$ cat config.mk
export PLATFORM = sky130hd
export DESIGN_NAME = sadc_dev_flat
export DESIGN_NICKNAME = d
export VERILOG_FILES = /design/src/sadc_pkg.sv /design/src/sadc_if.sv /design/src/sadc_dev.sv /design/src/flat_wrapper.sv
export VERILOG_INCLUDE_DIRS = /design/src /design/src/src
export SDC_FILE = /design/constraint.sdc
export NUM_CORES = 1
export LEC_CHECK = 0
export ABC_AREA = 1
export BUFFER_PORTS_ARGS = -buffer_cell sky130_fd_sc_hd__buf_2
export CAP_MARGIN = 20
export CORE_MARGIN = 3
export CORE_UTILIZATION = 35
export DETAILED_ROUTE_END_ITERATION = 8
export RECOVER_POWER = 25
export SYNTH_ARGS = -nofsm -noshare
export SYNTH_HDL_FRONTEND = slang
export SYNTH_SLANG_ARGS = --single-unit
export TNS_END_PERCENT = 5
$ cat constraint.sdc
create_clock -name clk_i -period 4.3 [get_ports clk_i]
set_input_delay 0.215 -clock clk_i [delete_from_list [all_inputs] [get_ports clk_i]]
set_output_delay 0.215 -clock clk_i [all_outputs]
set_load 0.02 [all_outputs]
$ cat src/sadc_defs.svh
`ifndef SADC_DEFS_SVH
`define SADC_DEFS_SVH

// ****************************************
// timing
// ****************************************
`define SADC_CLK_PERIOD_PS   25000
`define SADC_CONV_PULSE_NS   40
`define SADC_CONV_PULSE_CYC  ((`SADC_CONV_PULSE_NS * 1000 + `SADC_CLK_PERIOD_PS - 1) / `SADC_CLK_PERIOD_PS)
`define SADC_SETUP_NS        10
`define SADC_SETUP_CYC       (((`SADC_SETUP_NS * 1000 + `SADC_CLK_PERIOD_PS - 1) / `SADC_CLK_PERIOD_PS) > 0 ? \
                              ((`SADC_SETUP_NS * 1000 + `SADC_CLK_PERIOD_PS - 1) / `SADC_CLK_PERIOD_PS) : 1)
`define SADC_SPACING_US      10
`define SADC_SPACING_CYC     ((`SADC_SPACING_US * 1000000 + `SADC_CLK_PERIOD_PS - 1) / `SADC_CLK_PERIOD_PS)
`define SADC_CONV_US         8
`define SADC_CONV_CYC        ((`SADC_CONV_US * 1000000) / `SADC_CLK_PERIOD_PS)
`define SADC_EARLY_US        7
`define SADC_EARLY_CYC       ((`SADC_EARLY_US * 1000000) / `SADC_CLK_PERIOD_PS)
// ****************************************
// reset values
// ****************************************
`define SADC_RESULT_RST      16'h0000
`define SADC_BUSY_RST        1'b0
`define SADC_OE_RST          1'b0
`define SADC_START_Q_RST     1'b1
`endif

$ cat src/sadc_pkg.sv
package sadc_pkg;
   typedef logic [15:0] sadc_word_t;
   typedef logic [7:0]  sadc_byte_t;
   typedef enum logic [2:0] {SADC_H_IDLE, SADC_H_SETUP, SADC_H_PULSE, SADC_H_WAIT,
                             SADC_H_READ, SADC_H_GAP} sadc_host_st_t;
endpackage

$ cat src/sadc_if.sv
`timescale 1ns/1ps
interface sadc_if;
   logic                 cs_n;
   logic                 rd_conv;
   logic                 byte_sel;
   logic                 busy_n;
   sadc_pkg::sadc_word_t result_data;
   logic                 data_oe;
   modport dev  (input cs_n, rd_conv, byte_sel, output busy_n, result_data, data_oe);
   modport host (output cs_n, rd_conv, byte_sel, input busy_n, result_data, data_oe);
endinterface

$ cat src/sadc_dev.sv
`timescale 1ns/1ps
`include "sadc_defs.svh"
module sadc_dev #(
   parameter int CONV_CYC = `SADC_CONV_CYC
) (
   // clock and reset
   input  wire logic                 clk_i,
   input  wire logic                 rst_i,
   // host link
   sadc_if.dev                       link,
   // converter core
   input  wire sadc_pkg::sadc_word_t sample_i,
   output logic                      hold_o,
   output logic                      byte_mode_i_unused_o
);
   // ****************************************
   // local sizes
   // ****************************************
   // the counter only has to reach the last cycle of a conversion
   localparam int CNT_W = (CONV_CYC > 1) ? $clog2(CONV_CYC) : 1;
   // width of one byte lane
   localparam int HALF  = 8;
   // limitations: the select and convert lines are sampled on the clock, so a
   // convert pulse must span at least one rising edge to be seen; a read in
   // the middle of a conversion shows the previous word for the whole
   // conversion, which is more lenient than a host may rely on

   // ****************************************
   // declarations
   // ****************************************
   // request level and its edge
   logic                 start_lvl;
   logic                 start_lvl_q;
   logic                 next_start_lvl_q;
   logic                 req_edge;
   logic                 restart;
   logic                 start;
   // conversion progress
   logic                 busy;
   logic                 next_busy;
   logic                 ended;
   logic                 next_ended;
   logic                 last_cyc;
   logic [CNT_W-1:0]     cnt;
   logic [CNT_W-1:0]     next_cnt;
   // stored result
   sadc_pkg::sadc_word_t result;
   sadc_pkg::sadc_word_t next_result;
   // bus enable and lanes
   logic                 oe;
   logic                 next_oe;
   sadc_pkg::sadc_word_t lane;
   sadc_pkg::sadc_word_t next_lane;

   // ****************************************
   // start detection
   // ****************************************
   // the two lines are ORed and edge triggered, so either may fall first
   assign start_lvl = ~(link.cs_n | link.rd_conv);
   assign req_edge  = start_lvl & ~start_lvl_q;
   // a request still low on the edge after busy cleared starts again at once:
   // that conversion had no acquisition time, so its result is not valid
   assign restart   = start_lvl & ended;
   // requests while converting are dropped, not queued
   assign start     = (req_edge | restart) & ~busy;

   always_comb begin
      next_start_lvl_q = start_lvl;
   end

   always_ff @(posedge clk_i) begin
      if (rst_i) begin
         // seen as already low, so a request held through reset starts nothing
         start_lvl_q <= `SADC_START_Q_RST;
      end else begin
         start_lvl_q <= next_start_lvl_q;
      end
   end

   // ****************************************
   // busy
   // ****************************************
   // busy is a register, so the host never sees a glitch on it
   assign last_cyc = (cnt == CNT_W'(CONV_CYC - 1));

   always_comb begin
      next_busy = busy;
      if (start) begin
         // the sample stage goes to hold on this very edge
         next_busy = 1'b1;
      end else if (busy && last_cyc) begin
         next_busy = 1'b0;
      end
   end

   always_ff @(posedge clk_i) begin
      if (rst_i) begin
         busy <= `SADC_BUSY_RST;
      end else begin
         busy <= next_busy;
      end
   end

   // ****************************************
   // conversion count
   // ****************************************
   // no clock enable: while busy the count steps on every edge of the one clock but the last, where it holds
   always_comb begin
      next_cnt = cnt;
      if (start) begin
         next_cnt = '0;
      end else if (busy && !last_cyc) begin
         next_cnt = cnt + CNT_W'(1);
      end
   end

   always_ff @(posedge clk_i) begin
      if (rst_i) begin
         cnt <= '0;
      end else begin
         cnt <= next_cnt;
      end
   end

   // ****************************************
   // end of conversion
   // ****************************************
   // one-cycle mark of the edge on which busy cleared
   always_comb begin
      next_ended = busy & last_cyc;
   end

   always_ff @(posedge clk_i) begin
      if (rst_i) begin
         ended <= 1'b0;
      end else begin
         ended <= next_ended;
      end
   end

   // ****************************************
   // result store
   // ****************************************
   // busy clears on the same edge, so a host latching on busy rising sees the new word
   always_comb begin
      next_result = result;
      if (busy && last_cyc) begin
         next_result = sample_i;
      end
   end

   always_ff @(posedge clk_i) begin
      if (rst_i) begin
         result <= `SADC_RESULT_RST;
      end else begin
         result <= next_result;
      end
   end

   // ****************************************
   // bus enable
   // ****************************************
   // the enable follows the pins one cycle late; a host must wait for it
   // before it takes the bus
   always_comb begin
      next_oe = ~link.cs_n & link.rd_conv;
   end

   always_ff @(posedge clk_i) begin
      if (rst_i) begin
         oe <= `SADC_OE_RST;
      end else begin
         oe <= next_oe;
      end
   end

   // ****************************************
   // byte lanes
   // ****************************************
   // byte low swaps the halves so the narrow lane carries the upper byte;
   // the lanes are built from the next result so they never lag a new word
   for (genvar b = 0; b < HALF; b++) begin : g_lane
      assign next_lane[b]        = link.byte_sel ? next_result[b] : next_result[b + HALF];
      assign next_lane[b + HALF] = link.byte_sel ? next_result[b + HALF] : next_result[b];
   end

   always_ff @(posedge clk_i) begin
      if (rst_i) begin
         lane <= `SADC_RESULT_RST;
      end else begin
         lane <= next_lane;
      end
   end

   // ****************************************
   // outputs
   // ****************************************
   assign link.busy_n      = ~busy;
   assign link.data_oe     = oe;
   assign link.result_data = lane;
   assign hold_o           = busy;
   // the bus is always sixteen wide here, so no separate byte mode is reported
   assign byte_mode_i_unused_o = 1'b0;
endmodule

$ cat src/flat_wrapper.sv
// flat-port wrapper written by rule: the top's interface ports become plain ports
module sadc_dev_flat 
#(
   parameter int CONV_CYC = `SADC_CONV_CYC
)
  (clk_i, rst_i, sample_i, hold_o, byte_mode_i_unused_o, link_cs_n, link_rd_conv, link_byte_sel, link_busy_n, link_result_data, link_data_oe);
  sadc_if link_i ();
  input  wire logic clk_i;
  input  wire logic rst_i;
  input  wire sadc_pkg::sadc_word_t sample_i;
  output logic hold_o;
  output logic byte_mode_i_unused_o;
  input wire logic [$bits(link_i.cs_n)-1:0] link_cs_n;
  input wire logic [$bits(link_i.rd_conv)-1:0] link_rd_conv;
  input wire logic [$bits(link_i.byte_sel)-1:0] link_byte_sel;
  output wire logic [$bits(link_i.busy_n)-1:0] link_busy_n;
  output wire logic [$bits(link_i.result_data)-1:0] link_result_data;
  output wire logic [$bits(link_i.data_oe)-1:0] link_data_oe;
  assign link_i.cs_n = link_cs_n;
  assign link_i.rd_conv = link_rd_conv;
  assign link_i.byte_sel = link_byte_sel;
  assign link_busy_n = link_i.busy_n;
  assign link_result_data = link_i.result_data;
  assign link_data_oe = link_i.data_oe;
  sadc_dev #(.CONV_CYC(CONV_CYC)) u_core (.clk_i(clk_i), .rst_i(rst_i), .link(link_i), .sample_i(sample_i), .hold_o(hold_o), .byte_mode_i_unused_o(byte_mode_i_unused_o));
endmodule
==> impl_metrics.env <==
export IMPL_yosysTopAreaCell="dfxtp_1"
export IMPL_p_clk_frac=0.346
export IMPL_placed_area_sq_mm=0.00224
export IMPL_drive_gt1_frac=0.167
export IMPL_firstDrtPassIters=4
export IMPL_status="finished clean"
export IMPL_h_tree_depth=2
export IMPL_min_from="link_cs_n"
export IMPL_synth_top_flop_cell="dfxtp_1"
export IMPL_yosysSeqAreaShare=0.438
export IMPL_drt_iter0_markers=90
export IMPL_max_stage_delay_ns=0.54
export IMPL_slowest_stage="nor2_4"
export IMPL_gr_usage_all_layers=0.132
export IMPL_initial_core_util=0.367
export IMPL_hold_depth=2
export IMPL_endpoint_kind="flip-flop"
export IMPL_rrSetupSlack_ns=2.15
export IMPL_grt_pass1_vias=1554
export IMPL_die_area_sq_mm=0.00683
export IMPL_worstReg2RegStart="u_core.cnt[0]"
export IMPL_p_comb_frac=0.083
export IMPL_drc=0
export IMPL_drv_cap=0
export IMPL_cts_tree="built"
export IMPL_power_share_switching=0.239
export IMPL_synth_area_sq_mm=0.00206
export IMPL_worstPathMaxFanout=20
export IMPL_cts_max_path_buffers=2
export IMPL_holdBufCountCts=0
export IMPL_yosys_top_cells_area="dfxtp_1, nand2_1, nor2_1"
export IMPL_hold_class="in -> reg"
export IMPL_cts_buffers=5
export IMPL_coreArea_sq_mm=0.00561
export IMPL_p_leak_nw=1.11
export IMPL_min_to="u_core.link.data_oe"
export IMPL_io_pins=41
export IMPL_fillers=614
export IMPL_stdcell_area_sq_mm=0.00231
export IMPL_p_sw_mw=0.180
export IMPL_worst_slew_pin_slew_ns=0.690
export IMPL_fp_dieH_um=82.6
export IMPL_place_inst=364
export IMPL_slew_viol_final=0
export IMPL_timing_final_ws_setup_ns=2.15
export IMPL_r2r_end="u_core.link.result_data[12]"
export IMPL_seqCellArea_sq_um=901
export IMPL_fin_setup_tns_ns=0
export IMPL_hold_viol=0
export IMPL_placementRows=27
export IMPL_power_total_mw=0.753
export IMPL_setup_viol=0
export IMPL_clock_latency_ns=0.29
export IMPL_grt_pass1_wl_um=6960
export IMPL_drt_wl_total_um=4180
export IMPL_fin_skew_ns=0.00541
export IMPL_period_needed_ns=2.15
export IMPL_multi_input_area_sq_um=998
export IMPL_dr_wl_met2_um=1840
export IMPL_topRoutingLayerUsed="met4"
export IMPL_clockRootBuffer="clkbuf_8"
export IMPL_viasPerCell=4.64
export IMPL_crit_chain="ha_1, nand3_2, nor2_4, nand3_4, nand2_1, nand3_1, nand2_1, nor2_1"
export IMPL_synth_top_area_share=0.438
export IMPL_vdd_drop_max_v=0.000187
export IMPL_postCtsSetupRepairBufs=0
export IMPL_dpl_hpwl_um=2860
export IMPL_synth_net_count=287
export IMPL_grt_max_degree=33
export IMPL_crit_cells=8
export IMPL_critPathBufInv=0
export IMPL_yosysUniqueCellTypes=29
export IMPL_fin_nets=321
export IMPL_critPathArrivalTime_ns=2.34
export IMPL_pre_cts_ws_ns=2.13
export IMPL_cts_clk_slew_worst_paths_ns=0.08
export IMPL_ys_seq_elements=45
export IMPL_required_ns=4.49
export IMPL_port_buffers=39
export IMPL_synth_area_per_cell_sq_um=7.76
export IMPL_async_flop_share=0
export IMPL_reg2reg_depth=8
export IMPL_fmax_mhz=464
export IMPL_rsz0062_at_grt="no"
export IMPL_start_kind="flip-flop"
export IMPL_synth_cells=265
export IMPL_antennaDiodeCount=0
export IMPL_m1WireLength_um=2080
export IMPL_maxSlewHeadroom=0.539
export IMPL_cts_resized=0
export IMPL_vias=1722
export IMPL_power_internal_mw=0.573
export IMPL_wl_met3_um=233
export IMPL_antenna_found_initial=0
export IMPL_area_delta_synth_final_pct=12.2
export IMPL_fin_cells=371
export IMPL_seqPwrFrac=0.570
export IMPL_critPathMostFrequentCell="nand2_1"
export IMPL_synth_edf_count=0
export IMPL_dieWidth_um=82.6
export IMPL_clock_sinks=45
export IMPL_wl_per_cell_um=11.3
export IMPL_power_density_mw_per_mm2=326
export IMPL_synth_warning_count=0
export IMPL_path_class="reg -> reg"
export IMPL_overflow=0
export IMPL_finalCritPeriodShare=0.501
export IMPL_antenna_left=0
export IMPL_place_gp_congestion=0.760
export IMPL_crit_family="simple AND/OR/NAND/NOR gates"
==> final cells by class <==
type                    count  area share
repair buffers             40      0.0792
multi-input cells         194       0.433
flip-flops and latches     45       0.390
well taps                  72      0.0390
inverters                  13      0.0211
clock buffers               7      0.0374
==> cell usage in the layout, fill, tap and decap left out, drive strengths merged <==
cell    instances
a21oi          25
buf            24
clkbuf         23
clkinv          1
conb            1
dfxtp          45
ha              1
inv            12
nand2          76
nand3          21
nand4          18
nor2           43
o211ai          1
o21ai           4
or2             1
xor2            3
==> synth_stat cells (2+ instances only) <==
| master | n |
|---|---|
| nor2_4 | 2 |
| inv_2 | 3 |
| nand2_2 | 2 |
| nand3_1 | 19 |
| buf_6 | 3 |
| xor2_1 | 3 |
| nand4_2 | 5 |
| a21oi_1 | 24 |
| nor2_1 | 41 |
| dfxtp_1 | 45 |
| nand2_1 | 74 |
| nand4_4 | 4 |
| o21ai_0 | 4 |
| buf_1 | 2 |
| buf_2 | 4 |
| inv_1 | 9 |
| nand4_1 | 9 |
==> worst max-delay path by stage <==
| stage | startpoint | to | slack (ns) |
|---|---|---|---|
| after global routing | u_core.cnt[0] | u_core.link.result_data[11] | 1.91 |
| after global placement | u_core.cnt[0] | u_core.link.result_data[8] | 2.20 |
| after floorplan | u_core.hold_o | u_core.cnt[1] | 2.86 |
| after CTS | u_core.cnt[0] | u_core.link.result_data[3] | 2.12 |
| after detailed placement | u_core.cnt[0] | u_core.link.result_data[3] | 2.13 |
| final | u_core.cnt[0] | u_core.link.result_data[12] | 2.15 |
==> state kept, by name (all words and copies together), names as in the netlist <==
| signal | count |
|---|---|
| u_core.cnt | 9 |
| u_core.ended | 1 |
| u_core.hold_o | 1 |
| u_core.link.data_oe | 1 |
| u_core.link.result_data | 16 |
| u_core.result | 16 |
| u_core.start_lvl_q | 1 |
==> metrics by stage <==
| stage | util | hold WS [ns] |
|---|---|---|
| global route | 0.411 | 0.0985 |
| finish | 0.411 | 0.101 |
| global placement | 0.400 | 0.409 |
| detailed placement | 0.400 | 0.403 |
| CTS | 0.415 | 0.0959 |
| floorplan | - | 0.287 |
==> logic make-up after synthesis <==
| kind of cell | share of synthesized area |
|---|---|
| compound gates | 0.0761 |
| xor+xnor | 0.0128 |
| fa+ha+maj | 0.00609 |
| buf+inv | 0.0761 |
| flops | 0.438 |
| other cells | 0.00182 |
| simple gates | 0.389 |
==> metal layers <==
metal | GRT usage | up-vias
met4 | 0.0392 | 0
met5 | 0 | -
li1 | - | 928
met1 | 0.176 | 762
met2 | 0.206 | 28
met3 | 0.0390 | 4
==> power by group through the flow <==
stage	clock network [mW]	registers [mW]	logic [mW]
after CTS	0.267	0.429	0.0656
after global placement	0	0.439	0.0655
final	0.261	0.429	0.0626
after global routing	0.285	0.431	0.0710
after detailed placement	0	0.439	0.0655
after floorplan	0	0.446	0.0340
No activity file was read; power rests on OpenSTA's default activity.
